File: src/rtl/trcc_pkg.sv
// package: register map, field positions and reset values of one timer channel
package trcc_pkg;
  // ------------------------------------------------------------
  // register byte offsets
  // ------------------------------------------------------------
  localparam logic [7:0] OFS_ENABLE = 8'h00;
  localparam logic [7:0] OFS_RUN = 8'h04;
  localparam logic [7:0] OFS_CTRL = 8'h08;
  localparam logic [7:0] OFS_MODE = 8'h0C;
  localparam logic [7:0] OFS_COUNT = 8'h1C;
  localparam logic [7:0] OFS_CMP0 = 8'h20;
  localparam logic [7:0] OFS_CMP1 = 8'h24;
  localparam logic [7:0] OFS_CAP0 = 8'h28;
  localparam logic [7:0] OFS_CAP1 = 8'h2C;
  // ------------------------------------------------------------
  // field positions
  // ------------------------------------------------------------
  localparam int ENABLE_BIT = 7;
  localparam int PRESCALER_RUN_BIT = 2;
  localparam int COUNTER_RUN_BIT = 0;
  localparam int DOUBLE_BUFFER_BIT = 7;
  localparam int RESERVED_W0_BIT = 6;
  localparam int SYNC_START_BIT = 5;
  localparam int IDLE_RUN_BIT = 3;
  localparam int SW_CAPTURE_BIT = 5;
  localparam int CAP_TIMING_LSB = 3;
  localparam int MATCH1_CLEAR_BIT = 2;
  localparam int CLK_SEL_LSB = 0;
  // ------------------------------------------------------------
  // field codes and reset values
  // ------------------------------------------------------------
  localparam logic [1:0] CAP_OFF = 2'h0;
  localparam logic [1:0] CAP_IN0_IN1 = 2'h1;
  localparam logic [1:0] CAP_IN0_BOTH = 2'h2;
  localparam logic [1:0] CAP_MATCH = 2'h3;
  localparam logic [1:0] CLK_PIN = 2'h0;
  localparam logic [1:0] CLK_T1 = 2'h1;
  localparam logic [1:0] CLK_T4 = 2'h2;
  localparam logic [1:0] CLK_T16 = 2'h3;
  localparam logic [1:0] RESET_CAP_TIMING = 2'h0;
  localparam logic [1:0] RESET_CLK_SEL = 2'h0;
  localparam int PRESCALER_WIDTH = 4;
  localparam int TAP_T4 = 1;
  localparam int TAP_T16 = 3;
endpackage : trcc_pkg

File: src/rtl/trcc_timer.sv
// timer channel: run control, modes, capture and wishbone register slave
// Operation
// - prescaler run 0 halts and zeroes prescaler; 1 advances it each clock
// - counter run 0 stops and zeroes counter; 1 counts selected ticks
// - double buffer bit 7 buffers compare writes; reset leaves it off
// - start mode 0 uses own run bit; 1 follows group master run
// - idle bit 0 halts channel in idle; 1 keeps counting
// - writing 0 to software capture copies counter to capture 0; reads 1
// - capture timing 00 disables all hardware capture
// - timing 01: input 0 rise to capture 0, input 1 rise to capture 1
// - timing 10: input 0 rise to capture 0, its fall to capture 1
// - timing 11: match output rise to capture 0, fall to capture 1
// - trigger from channel 7, 8 or 9 output depending on channel number
// - clear enable 1 zeroes counter on compare 1 match; 0 does not
// - clock select: 00 pin, 01 T1, 10 T4, 11 T16 prescaler taps
// - 16-bit counter, compare and capture registers
// - synchronous group masters are channel 0 and channel 4
//
// Added by the designer: the Wishbone slave port and the address map.
`timescale 1ns/1ps
module trcc_timer #(
  parameter int CHANNEL = 0,
  parameter int WIDTH = 16
) (
  input wire logic clk_i,
  input wire logic rst_i,
  input wire logic cyc_i,
  input wire logic stb_i,
  input wire logic we_i,
  input wire logic [7:0] adr_i,
  input wire logic [3:0] sel_i,
  input wire logic [31:0] dat_i,
  output logic [31:0] dat_o,
  output logic ack_o,
  input wire logic idle_mode_i,
  input wire logic master_run_i,
  input wire logic capture_input_0_i,
  input wire logic capture_input_1_i,
  input wire logic channel7_match_output_i,
  input wire logic channel8_match_output_i,
  input wire logic channel9_match_output_i,
  output logic counter_run_o,
  output logic [WIDTH-1:0] count_o
);
  // ------------------------------------------------------------
  // short local copies of package constants
  // ------------------------------------------------------------
  // declared ahead of every process so that no name is used before it exists
  localparam int ENABLE_BIT_C = trcc_pkg::ENABLE_BIT;
  localparam int PRESCALER_RUN_BIT_C = trcc_pkg::PRESCALER_RUN_BIT;
  localparam int COUNTER_RUN_BIT_C = trcc_pkg::COUNTER_RUN_BIT;
  localparam int DOUBLE_BUFFER_BIT_C = trcc_pkg::DOUBLE_BUFFER_BIT;
  localparam int RESERVED_W0_BIT_C = trcc_pkg::RESERVED_W0_BIT;
  localparam int SYNC_START_BIT_C = trcc_pkg::SYNC_START_BIT;
  localparam int IDLE_RUN_BIT_C = trcc_pkg::IDLE_RUN_BIT;
  localparam int SW_CAPTURE_BIT_C = trcc_pkg::SW_CAPTURE_BIT;
  localparam int CAP_TIMING_LSB_C = trcc_pkg::CAP_TIMING_LSB;
  localparam int MATCH1_CLEAR_BIT_C = trcc_pkg::MATCH1_CLEAR_BIT;
  localparam int CLK_SEL_LSB_C = trcc_pkg::CLK_SEL_LSB;
  localparam int TAP_T4_C = trcc_pkg::TAP_T4;
  localparam int TAP_T16_C = trcc_pkg::TAP_T16;
  localparam logic [1:0] CLK_PIN_C = trcc_pkg::CLK_PIN;
  localparam logic [1:0] CLK_T1_C = trcc_pkg::CLK_T1;
  localparam logic [1:0] CLK_T4_C = trcc_pkg::CLK_T4;
  localparam logic [1:0] CLK_T16_C = trcc_pkg::CLK_T16;
  localparam logic [1:0] CAP_OFF_C = trcc_pkg::CAP_OFF;
  localparam logic [1:0] CAP_IN0_IN1_C = trcc_pkg::CAP_IN0_IN1;
  localparam logic [1:0] CAP_IN0_BOTH_C = trcc_pkg::CAP_IN0_BOTH;
  localparam logic [1:0] CAP_MATCH_C = trcc_pkg::CAP_MATCH;

  // ------------------------------------------------------------
  // state
  // ------------------------------------------------------------
  typedef struct packed {
    logic ack;
    logic [31:0] rdata;
    logic enable;
    logic prescaler_run;
    logic counter_run;
    logic double_buffer_enable;
    logic reserved_w0;
    logic sync_start_select;
    logic idle_run_enable;
    logic [1:0] capture_timing_select;
    logic match1_clear_enable;
    logic [1:0] clock_source_select;
    logic [trcc_pkg::PRESCALER_WIDTH-1:0] prescaler;
    logic [WIDTH-1:0] count;
    logic [WIDTH-1:0] cmp0;
    logic [WIDTH-1:0] cmp1;
    logic [WIDTH-1:0] cmp0_buf;
    logic [WIDTH-1:0] cmp1_buf;
    logic [WIDTH-1:0] cap0;
    logic [WIDTH-1:0] cap1;
    logic [1:0] in0_sync;
    logic [1:0] in1_sync;
    logic [1:0] trg_sync;
    logic [1:0] clk_sync;
    logic in0_prev;
    logic in1_prev;
    logic trg_prev;
    logic clk_prev;
  } trcc_state_t;

  trcc_state_t st;
  trcc_state_t next_st;

  // rising edge helper, used for every sampled input
  function automatic logic trcc_rise(input logic prev, input logic cur);
    return cur & ~prev;
  endfunction : trcc_rise

  // channel-to-trigger mapping, fixed per instance
  logic trigger_src;
  always_comb begin
    if (CHANNEL <= 1) begin
      trigger_src = channel7_match_output_i;
    end else if (CHANNEL <= 4) begin
      trigger_src = channel8_match_output_i;
    end else begin
      trigger_src = channel9_match_output_i;
    end
  end

  // group masters start on their own bit; members follow the master when start mode is 1
  localparam bit IS_MASTER = (CHANNEL == 0) || (CHANNEL == 4);

  // ------------------------------------------------------------
  // next state
  // ------------------------------------------------------------
  logic req;
  logic wr;
  logic run_eff;
  logic tick;
  logic match1;
  logic in0_c;
  logic in1_c;
  logic trg_c;
  always_comb begin
    next_st = st;
    req = cyc_i & stb_i & ~st.ack;
    wr = req & we_i & sel_i[0];
    next_st.ack = req;
    // synchronisers: first stage read only by second
    next_st.in0_sync = {st.in0_sync[0], capture_input_0_i};
    next_st.in1_sync = {st.in1_sync[0], capture_input_1_i};
    next_st.trg_sync = {st.trg_sync[0], trigger_src};
    next_st.clk_sync = {st.clk_sync[0], capture_input_0_i};
    in0_c = st.in0_sync[1];
    in1_c = st.in1_sync[1];
    trg_c = st.trg_sync[1];
    next_st.in0_prev = in0_c;
    next_st.in1_prev = in1_c;
    next_st.trg_prev = trg_c;
    next_st.clk_prev = st.clk_sync[1];
    // effective run: own bit or the group master's
    run_eff = (st.sync_start_select && !IS_MASTER) ? master_run_i : st.counter_run;
    // idle mode freezes unless allowed to run
    if (idle_mode_i && !st.idle_run_enable) begin
      run_eff = 1'b0;
    end
    // prescaler: stop and clear, freeze in idle unless allowed, otherwise free-run
    if (!st.prescaler_run) begin
      next_st.prescaler = '0;
    end else if (!(idle_mode_i && !st.idle_run_enable)) begin
      next_st.prescaler = st.prescaler + 1'b1;
    end
    // source tick select
    case (st.clock_source_select)
      CLK_PIN_C: tick = trcc_rise(st.clk_prev, st.clk_sync[1]);
      CLK_T1_C: tick = st.prescaler_run;
      CLK_T4_C: tick = st.prescaler_run && (&st.prescaler[TAP_T4_C:0]);
      CLK_T16_C: tick = st.prescaler_run && (&st.prescaler[TAP_T16_C:0]);
      default: tick = 1'b0;
    endcase
    match1 = (st.count == st.cmp1);
    // counter: stop and clear, hold when idle-frozen, clear on match, or count
    if (!run_eff) begin
      if (!st.counter_run && !(st.sync_start_select && !IS_MASTER)) begin
        next_st.count = '0;
      end else if (st.sync_start_select && !IS_MASTER && !master_run_i) begin
        next_st.count = '0;
      end
    end else if (tick) begin
      if (match1 && st.match1_clear_enable) begin
        next_st.count = '0;
        if (st.double_buffer_enable) begin
          next_st.cmp0 = st.cmp0_buf;
          next_st.cmp1 = st.cmp1_buf;
        end
      end else begin
        next_st.count = st.count + 1'b1;
      end
    end
    // hardware capture by mode
    case (st.capture_timing_select)
      CAP_IN0_IN1_C: begin
        if (trcc_rise(st.in0_prev, in0_c)) next_st.cap0 = st.count;
        if (trcc_rise(st.in1_prev, in1_c)) next_st.cap1 = st.count;
      end
      CAP_IN0_BOTH_C: begin
        if (trcc_rise(st.in0_prev, in0_c)) next_st.cap0 = st.count;
        if (trcc_rise(in0_c, st.in0_prev)) next_st.cap1 = st.count;
      end
      CAP_MATCH_C: begin
        if (trcc_rise(st.trg_prev, trg_c)) next_st.cap0 = st.count;
        if (trcc_rise(trg_c, st.trg_prev)) next_st.cap1 = st.count;
      end
      default: ;
    endcase
    // register writes; other registers locked while disabled
    if (wr && adr_i == trcc_pkg::OFS_ENABLE) begin
      next_st.enable = dat_i[ENABLE_BIT_C];
    end
    if (wr && st.enable) begin
      case (adr_i)
        trcc_pkg::OFS_RUN: begin
          next_st.prescaler_run = dat_i[PRESCALER_RUN_BIT_C];
          next_st.counter_run = dat_i[COUNTER_RUN_BIT_C];
        end
        trcc_pkg::OFS_CTRL: begin
          next_st.double_buffer_enable = dat_i[DOUBLE_BUFFER_BIT_C];
          next_st.reserved_w0 = dat_i[RESERVED_W0_BIT_C];
          next_st.sync_start_select = dat_i[SYNC_START_BIT_C];
          next_st.idle_run_enable = dat_i[IDLE_RUN_BIT_C];
        end
        trcc_pkg::OFS_MODE: begin
          if (!dat_i[SW_CAPTURE_BIT_C]) next_st.cap0 = st.count;
          next_st.capture_timing_select = dat_i[CAP_TIMING_LSB_C +: 2];
          next_st.match1_clear_enable = dat_i[MATCH1_CLEAR_BIT_C];
          next_st.clock_source_select = dat_i[CLK_SEL_LSB_C +: 2];
        end
        trcc_pkg::OFS_CMP0: begin
          next_st.cmp0_buf = dat_i[WIDTH-1:0];
          if (!st.double_buffer_enable) next_st.cmp0 = dat_i[WIDTH-1:0];
        end
        trcc_pkg::OFS_CMP1: begin
          next_st.cmp1_buf = dat_i[WIDTH-1:0];
          if (!st.double_buffer_enable) next_st.cmp1 = dat_i[WIDTH-1:0];
        end
        default: ;
      endcase
    end
    // read data, unused bits zero; reserved_w0 reads back as written
    next_st.rdata = '0;
    if (req && !we_i) begin
      if (adr_i == trcc_pkg::OFS_ENABLE) begin
        next_st.rdata[ENABLE_BIT_C] = st.enable;
      end else if (st.enable) begin
        case (adr_i)
          trcc_pkg::OFS_RUN: begin
            next_st.rdata[PRESCALER_RUN_BIT_C] = st.prescaler_run;
            next_st.rdata[COUNTER_RUN_BIT_C] = st.counter_run;
          end
          trcc_pkg::OFS_CTRL: begin
            next_st.rdata[DOUBLE_BUFFER_BIT_C] = st.double_buffer_enable;
            next_st.rdata[RESERVED_W0_BIT_C] = st.reserved_w0;
            next_st.rdata[SYNC_START_BIT_C] = st.sync_start_select;
            next_st.rdata[IDLE_RUN_BIT_C] = st.idle_run_enable;
          end
          trcc_pkg::OFS_MODE: begin
            next_st.rdata[SW_CAPTURE_BIT_C] = 1'b1;
            next_st.rdata[CAP_TIMING_LSB_C +: 2] = st.capture_timing_select;
            next_st.rdata[MATCH1_CLEAR_BIT_C] = st.match1_clear_enable;
            next_st.rdata[CLK_SEL_LSB_C +: 2] = st.clock_source_select;
          end
          trcc_pkg::OFS_COUNT: next_st.rdata[WIDTH-1:0] = st.count;
          trcc_pkg::OFS_CMP0: next_st.rdata[WIDTH-1:0] = st.cmp0_buf;
          trcc_pkg::OFS_CMP1: next_st.rdata[WIDTH-1:0] = st.cmp1_buf;
          trcc_pkg::OFS_CAP0: next_st.rdata[WIDTH-1:0] = st.cap0;
          trcc_pkg::OFS_CAP1: next_st.rdata[WIDTH-1:0] = st.cap1;
          default: ;
        endcase
      end
    end
    if (rst_i) begin
      next_st = '0;
      next_st.capture_timing_select = trcc_pkg::RESET_CAP_TIMING;
      next_st.clock_source_select = trcc_pkg::RESET_CLK_SEL;
    end
  end

  // ------------------------------------------------------------
  // registers and outputs
  // ------------------------------------------------------------
  always_ff @(posedge clk_i) begin
    st <= next_st;
  end

  assign dat_o = st.rdata;
  assign ack_o = st.ack;
  assign counter_run_o = st.counter_run;
  assign count_o = st.count;

  // ------------------------------------------------------------
  // assertions
  // ------------------------------------------------------------
  prescaler_stop_a: assert property (@(posedge clk_i) disable iff (rst_i)
    !st.prescaler_run |=> st.prescaler == '0) else $error("prescaler not cleared");
  counter_clear_a: assert property (@(posedge clk_i) disable iff (rst_i)
    (!st.counter_run && !st.sync_start_select) |=> st.count == '0)
    else $error("counter not cleared");
  direct_write_a: assert property (@(posedge clk_i) disable iff (rst_i)
    (wr && st.enable && adr_i == trcc_pkg::OFS_CMP1 && !st.double_buffer_enable)
    |=> st.cmp1 == $past(dat_i[WIDTH-1:0])) else $error("direct compare write lost");
  idle_hold_a: assert property (@(posedge clk_i) disable iff (rst_i)
    (idle_mode_i && !st.idle_run_enable && st.counter_run) |=> $stable(st.count))
    else $error("counted in idle");
  sw_capture_a: assert property (@(posedge clk_i) disable iff (rst_i)
    (wr && st.enable && adr_i == trcc_pkg::OFS_MODE && !dat_i[SW_CAPTURE_BIT_C])
    |=> st.cap0 == $past(st.count)) else $error("software capture missed");
  cap_off_a: assert property (@(posedge clk_i) disable iff (rst_i)
    (st.capture_timing_select == CAP_OFF_C && !wr) |=> $stable(st.cap1))
    else $error("capture while disabled");
  match_clear_a: assert property (@(posedge clk_i) disable iff (rst_i)
    (run_eff && tick && match1 && st.match1_clear_enable) |=> st.count == '0)
    else $error("no clear on match");
  mode_read_a: assert property (@(posedge clk_i) disable iff (rst_i)
    (req && !we_i && st.enable && adr_i == trcc_pkg::OFS_MODE)
    |=> ack_o && dat_o[SW_CAPTURE_BIT_C] && dat_o[31:7] == '0)
    else $error("mode readback wrong");
endmodule : trcc_timer

File: config.mk
export PLATFORM = sky130hd
export DESIGN_NAME = trcc_timer
export DESIGN_NICKNAME = d
export VERILOG_FILES = /design/src/rtl/trcc_pkg.sv /design/src/rtl/trcc_timer.sv
export SDC_FILE = /design/constraint.sdc
export NUM_CORES = 1
export LEC_CHECK = 0
export BUFFER_PORTS_ARGS = -buffer_cell sky130_fd_sc_hd__buf_2
export CAP_MARGIN = 20
export CORE_AREA = 2 2 108 110
export CTS_CLUSTER_DIAMETER = 150
export DETAILED_ROUTE_END_ITERATION = 10
export DIE_AREA = 0 0 110 112
export PLACE_DENSITY = 0.83
export SLEW_MARGIN = 40
export SYNTH_ARGS = -nofsm -noshare
export SYNTH_HDL_FRONTEND = slang
export SYNTH_SLANG_ARGS = --single-unit
File: constraint.sdc
create_clock -name clk_i -period 4.15 [get_ports clk_i]
set_input_delay 0.415 -clock clk_i [delete_from_list [all_inputs] [get_ports clk_i]]
set_output_delay 0.415 -clock clk_i [all_outputs]
set_load 0.005 [all_outputs]
## Word-level counts from Yosys, hierarchy flattened

Index checks and enable logic that the tools add are counted.

| storage, ports and cells | value |
|---|---|
| register bits after elaboration | 173 |
| input bits | 56 |
| logic and storage cells | 130 |

| cells by class | value |
|---|---|
| add/subtract/negate cells | 2 |
| equal/unequal tests | 20 |
| muxes and demuxes | 34 |
| bitwise gates (word level) | 20 |
| reduce and logical (&&, ||, !) cells | 24 |

Operators by type and width:

| operator | count |
|---|---|
| 2-to-1 mux 16 bit | 17 |
| 2-to-1 mux 32 bit | 3 |
| one-hot mux 32 bit (3 select lines) | 1 |
| 2-to-1 mux 80 bit | 1 |
| 2-to-1 mux 48 bit | 1 |
| one-hot mux 8 bit (5 select lines) | 1 |
| equality test 8 x 6 -> 1 bit (second input constant) | 4 |
| one-hot mux 1 bit (7 select lines) | 4 |
| adder 16 x 1 -> 16 bit (second input constant) | 1 |
| equality test 16 bit | 1 |
| equality test 8 x 4 -> 1 bit (second input constant) | 2 |
| AND reduction 2 bit | 7 |
| one-hot mux 1 bit (6 select lines) | 2 |
| one-hot mux 2 bit (6 select lines) | 1 |
| bitwise AND 1 bit | 10 |
| NOT 1 bit | 10 |
| equality test 2 bit (second input constant) | 4 |
| equality test 8 x 3 -> 1 bit (second input constant) | 1 |
| equality test 8 x 5 -> 1 bit (second input constant) | 1 |
| logical NOT 8 bit | 1 |
| AND reduction 4 bit | 2 |
| logical AND 1 bit | 7 |
| inequality test 2 bit (second input constant) | 3 |
| adder 4 x 1 -> 4 bit (second input constant) | 1 |
| other kinds (9) | 14 |

## Depth between registers and ports, before layout

Gate-level depths: netlist of the first run.

| logic depth | value |
|---|---|
| depth after elaboration | 8 |
| depth in mapped cells | 8 |
| mapped depth without buffers | 7 |

## Worst setup path before layout of the first run

OpenSTA, ideal clock, no wires.

| path | value |
|---|---|
| path kind | input-to-reg |
| from | input adr_i[1] |
| to | register st[34] (netlist bit) |
| setup time | 128 ps |
| arrival time | 1786 ps |
| required time | 4022 ps |
| path slack | 2237 ps |
| cell stages on the path | 7 |
| cell sequence | nor2_1 -> nand3_2 -> nor3_4 -> a21oi_4 -> buf_6 -> a22oi_1 -> nor2_1 |

| on the way | value |
|---|---|
| word-level cells in the longest chain between the ends | 3 |

Ends and longest elaborated chain:

| item | line | text |
|---|---|---|
| from (decl) | trcc_timer.sv:30 | `input wire logic [7:0] adr_i,` |
| equality test 8 x 4 -> 1 bit | trcc_timer.sv:216 | `case (adr_i)` |
| 2-to-1 mux 16 bit | trcc_timer.sv:216 |  |
| 2-to-1 mux 80 bit | trcc_timer.sv:215 | `if (wr && st.enable) begin` |
| to (signal assigned) | trcc_timer.sv:287 | `st <= next_st;` |
| to (decl) | trcc_timer.sv:105 | `trcc_state_t st;` |

No other way between the ends.
A chain may end at the register's enable or synchronous reset.

## Worst setup path after layout of the first run

| path | value |
|---|---|
| from | input adr_i[4] |
| to | register st[60] (netlist bit) |

| on the way | value |
|---|---|
| word-level cells in the longest chain between the ends | 2 |

Ends and longest elaborated chain:

| item | line |
|---|---|
| equality test 8 x 6 -> 1 bit | trcc_timer.sv:216 |
| AND reduction 2 bit (no line) | -- |

No other way between the ends.

==> results.cfg, run 1 <==
[drt]
drt_iter0_drc = 774
antenna_left = 0
vias = 5841
dr.pass1.iters = 10
vias_per_cell = 6.36
drc = 0
wl_per_cell_um = 19.5
drt-total-wl_um = 17900

[layout]
post-route-cell-area_um2 = 7360
diodes = 0
final_common_cell = dfxtp_1
drive_above_1_share = 0.181
final_cell_mix = dfxtp_1 (138), nand2_1 (92), nor2_1 (81), a21oi_1 (69), buf_2 (66)
multiInputGateArea_um2 = 3280
synthToLayoutAreaGrowth_pct = 11.5
stdcell_count = 918
final_nets = 824
postLayoutCoreUtil = 0.659
ff_latch_area_um2 = 2760
num-fill-cells = 871

[worst_setup_path]
worstSetupEndpointType = flop
required_ps = 4420
worstSetupStartpointType = input pin
crit_arrival_ps = 2830
worst-setup-path-type = input pin to flop
r2r_slack_ps = 1610
path_max_fanout = 16
reg2reg_depth = 6
regToRegStartpoint = count_o[1]$_SDFFE_PP0P_
r2r_end = st[88]$_SDFF_PP0_

[grt]
grt-busiest-layer = met2
overflow = 0
grt_max_degree = 88
antenna_found_initial = 0
met1_usage = 0.370
grt.total_usage = 0.295
grt_pass1_wl_um = 27800
use_met3 = 0.0826
grt_util_met2 = 0.468
grt_pass1_vias = 5491

[hold_path]
hp-class = input pin to flop
min_to = st[8]$_SDFF_PP0_
whs_path_depth = 2
hp-start = capture_input_1_i

[yosys]
synthDistinctLibCells = 66
ys_warn_count = 0
yosysSeqAreaShare = 0.418
synth_edf_count = 0
avgSynthCellArea_um2 = 8.84
syn_inst = 747
ys_ff_latch = 138
synthesis.area_um2 = 6610
synth-async-reset-ratio = 0
synthFlopType = dfxtp_1

[clocking]
cts_setup_buffers = 0
holdBufCountCts = 0
numCtsBuffers = 17
clock_latency_ps = 420
cts_root_buf = clkbuf_16
h-tree-depth = 4
cts.sinks = 138
ctsResizeCount = 0
path_clk_slew_ps = 60
cts_tree = built
clk_path_buf_depth = 2

[floorplanning]
core_area_um2 = 11200
fp.dieArea_um2 = 12300
rows = 39
ios = 106
start_util = 0.591
die_w_um = 110
die_y_um = 112

[sta]
rsz0062_at_grt = false
slew_headroom = 0.439
final.setup.tns_ps = 0
fin_ws_ps = 1600
final_hold_viol_count = 0
whs_ps = 209
setup-violations-final = 0
timing.final.crit_share = 0.616
tightest_slew_ps = 834
timing.fmax_mhz = 391
finalClockSkew_ps = 6.70
finalMaxSlewViolations = 0
period_needed_ps = 2550

[place]
placed_cells = 885
port_buffers = 67
place_ws_ps = 1260
placed_area_um2 = 6660
gp_congestion = 0.869
hpwl_um = 11800

[power_and_ir_drop]
p_leak_nw = 2.75
irDropWorstVdd_v = 0.000273
p_per_area_nw_per_um2 = 426
power.total_mw = 3.14

[flow_run]
cap_violations = 0

[status]
outcome = complete, no violations
## where the power goes
part	switching, mW	leakage [nW]	internal, mW	total, mW
combinational	0.0542	1.32	0.0214	0.0755
sequential	0.00149	1.11	1.33	1.33
clock	0.587	0.323	1.15	1.73
total	0.642	2.75	2.50	3.14
## sequential cells by signal, indices dropped and copies added (netlist names)
register,count
in1_c,1
counter_run_o,1
in0_c,1
st,102
count_o,16
dat_o,16
ack_o,1
## cell usage after synthesis, types with 5 or more instances
cell type,n,area (µm²)
a211oi_1,16,120
a21oi_1,69,345
a222oi_1,17,170
a22oi_1,22,165
a31oi_1,7,43.8
and3_1,5,31.3
buf_2,17,85.1
buf_4,49,368
clkbuf_1,24,90.1
dfxtp_1,138,2760
ha_1,6,75.1
inv_1,10,37.5
mux2i_1,28,280
nand2_1,92,345
nand2b_1,6,37.5
nand3_1,17,85.1
nand4_1,10,62.6
nor2_1,82,308
nor2b_1,10,62.6
nor3_1,5,25.0
nor3b_1,15,113
o21ai_0,5,25.0
o21ai_1,5,25.0
xnor2_1,15,131
## area by class of cell
class,count,share of cell area
Tap cell,143,0.0243
Inverter,10,0.00510
Multi-Input combinational cell,518,0.445
Clock buffer,18,0.0596
Clock inverter,14,0.0330
Sequential cell,138,0.375
Timing Repair Buffer,77,0.0576
## cells by family after synthesis
kind of cell | Yosys count | share of synthesized area
DFF | 138 | 0.418
and+or+nand+nor | 273 | 0.214
adders and majority gates | 6 | 0.0114
AOI/OAI and AO/OA | 171 | 0.182
other | 1 | 0.000568
xor gates and xnor gates | 21 | 0.0301
buffers and inverters | 106 | 0.0958
muxes | 31 | 0.0475
## routing by layer
| layer | vias up | part of all wire | wire, µm |
|---|---|---|---|
| met5 | - | 0 | 0 |
| met4 | 0 | 0.032 | 567 |
| met3 | 62 | 0.099 | 1780 |
| met2 | 371 | 0.48 | 8610 |
| met1 | 2780 | 0.39 | 6930 |
| li1 | 2628 | - | - |
## worst max-delay path by stage
| stage | startpoint | endpoint | slack, ps | cells past startpoint |
|---|---|---|---|---|
| 6_report | adr_i[4] | st[60]$_SDFFE_PP0P_ | 1600 | 7 |
| 5_1_grt | count_o[1]$_SDFFE_PP0P_ | st[89]$_SDFF_PP0_ | 1480 | 6 |
| 4_1_cts | st[131]$_SDFFE_PP0P_ | st[15]$_SDFFE_PP0P_ | 1670 | 7 |
| 3_5_place_dp | adr_i[4] | st[60]$_SDFFE_PP0P_ | 1260 | 7 |
| 3_3_place_gp | adr_i[4] | st[62]$_SDFFE_PP0P_ | 1350 | 7 |
| 2_1_floorplan | adr_i[1] | st[34]$_SDFF_PP0_ | 2240 | 7 |
## worst max-delay path, cell delays in order
cell	delay (ps)
buf_2	130
nor4b_2	380
nand2_1	230
nor3_4	660
nand2_1	650
nand2_1	250
a21oi_1	100
Power figures use the tool's default switching activity.
==> run 2: changes to the inputs <==
--- a/config.mk
+++ b/config.mk
@@ -7,11 +7,11 @@
 export LEC_CHECK = 0
 export BUFFER_PORTS_ARGS = -buffer_cell sky130_fd_sc_hd__buf_2
 export CAP_MARGIN = 20
-export CORE_AREA = 2 2 108 110
+export CORE_AREA = 2 2 111 113
 export CTS_CLUSTER_DIAMETER = 150
 export DETAILED_ROUTE_END_ITERATION = 10
-export DIE_AREA = 0 0 110 112
-export PLACE_DENSITY = 0.83
+export DIE_AREA = 0 0 113 115
+export PLACE_DENSITY = 0.79
 export SLEW_MARGIN = 40
 export SYNTH_ARGS = -nofsm -noshare
 export SYNTH_HDL_FRONTEND = slang
==> constraint.sdc (replaced) <==
create_clock -name clk_i -period 2.4 [get_ports clk_i]
set_input_delay 0.24 -clock clk_i [delete_from_list [all_inputs] [get_ports clk_i]]
set_output_delay 0.24 -clock clk_i [all_outputs]
set_load 0.005 [all_outputs]
==> results.cfg, run 2 (same netlist as run 1, synthesis figures left out) <==
[layout]
synthToLayoutAreaGrowth_pct = 14.0
final_nets = 854
postLayoutCoreUtil = 0.637
diodes = 0
largest_reg_flops = 102
largest_register = st
post-route-cell-area_um2 = 7530
stdcell_count = 951
num-fill-cells = 933
final_cell_mix = dfxtp_1 (138), nand2_1 (92), nor2_1 (82), a21oi_1 (69), buf_2 (66)
final_common_cell = dfxtp_1
drive_above_1_share = 0.208

[grt]
grt_pass1_vias = 5486
grt_pass1_wl_um = 28600
overflow = 0
met1_usage = 0.357
use_met3 = 0.0733
grt_util_met2 = 0.457
antenna_found_initial = 0
grt_max_degree = 52
grt.total_usage = 0.281
grt-busiest-layer = met2

[worst_setup_path]
worst-setup-path-type = flop to flop
crit_arrival_ps = 2400
worstSetupStartpointType = flop
required_ps = 2700
worstSetupEndpointType = flop
path_max_fanout = 7

[clocking]
clk_path_buf_depth = 2
holdBufCountCts = 0
cts.sinks = 138
clock_latency_ps = 420
cts_tree = built
h-tree-depth = 4
cts_setup_buffers = 0
path_clk_slew_ps = 60
numCtsBuffers = 17
cts_root_buf = clkbuf_16
ctsResizeCount = 0

[sta]
rsz0062_at_grt = false
finalMaxSlewViolations = 0
final.setup.tns_ps = 0
tightest_slew_ps = 645
setup-violations-final = 0
finalClockSkew_ps = 9.47
timing.final.crit_share = 0.873
final_hold_viol_count = 0
whs_ps = 44.6
timing.fmax_mhz = 477
slew_headroom = 0.567
period_needed_ps = 2100

[power_and_ir_drop]
p_leak_nw = 2.88
irDropWorstVdd_v = 0.000356
pwr-share-clk = 0.534
p_sw_frac = 0.215
p_int_mw = 4.10
combPwrFrac = 0.026
p_seq_frac = 0.440
p_per_area_nw_per_um2 = 695
switching_power_mw = 1.13

[floorplanning]
core_area_um2 = 11800
fp.dieArea_um2 = 13000
die_w_um = 113
ios = 106
rows = 40
die_y_um = 115
start_util = 0.559

[place]
placed_cells = 920
hpwl_um = 12800
port_buffers = 67
placed_area_um2 = 6900
gp_congestion = 0.962

[drt]
drt_iter0_drc = 872
dr.pass1.iters = 9
drc = 6
drt-total-wl_um = 18500
vias = 5899
vias_per_cell = 6.20
wl_per_cell_um = 19.5
antenna_left = 0

[flow_run]
cap_violations = 0

[status]
violations = DRC
outcome = finished with violations

[hold_path]
hp-class = input pin to flop
==> run 2: cell count changes in the layout (fill, tap and decap cells not counted), moves of 2 or more <==
cell / before / now
buf_4: 8 / 41
buf_6: 3 / 0
bufinv_16: 6 / 4
clkinvlp_4: 3 / 5
==> run 2: power groups by stage <==
stage	clock (mW)	sequential, mW	combinational [mW]
finish	2.79	2.30	0.135
global route	2.90	2.30	0.145
CTS	2.80	2.30	0.132
detailed placement	0	2.35	0.131
global placement	0	2.35	0.127
floorplan	0	2.35	0.0854
==> run 2: worst paths after layout <==
kind	start	slack [ps]	end	cells past startpoint
setup / recovery	st[124]$_SDFFE_PP0N_	300	count_o[14]$_SDFFE_PP0P_	8
hold / removal	capture_input_1_i	40	st[8]$_SDFF_PP0_	2
setup reg to reg	st[124]$_SDFFE_PP0N_	300	count_o[14]$_SDFFE_PP0P_	8
hold reg to reg	st[10]$_SDFF_PP0_	440	in0_c$_SDFF_PP0_	1
==> run 2: area by class of cell <==
class,instances,area (µm²),share of cell area
multi-input combinational,518,3270,0.435
timing repair buffer,107,638,0.0848
clock inverter,13,193,0.0256
tap,147,184,0.0244
sequential,138,2760,0.367
inverter,10,37.5,0.00499
clock buffer,18,439,0.0583
==> run 2: routing by layer <==
metal  vias up  wire length (µm)
met5         -                 0
met4         0               520
met3        54              1800
met2       339              8770
met1      2825              7410
li1       2681                 -
==> run 2: worst max-delay path: stages, from the launching register on <==
cell and delay, ps:
dfxtp_1 370, ha_1 190, nand2_1 60, o21ai_1 210, o2111ai_2 210, buf_4 220, a21oi_2 170, nand2b_1 160
o41ai_1 390
==> run 2: metrics by stage <==
| stage | worst slack [ps] | power [mW] |
|---|---|---|
| 6_report | 304 | 5.23 |
| 3_3_place_gp | 240 | 2.48 |
| 2_1_floorplan | 538 | 2.44 |
| 4_1_cts | 306 | 5.23 |
| 5_1_grt | 138 | 5.35 |
| 3_5_place_dp | 164 | 2.48 |
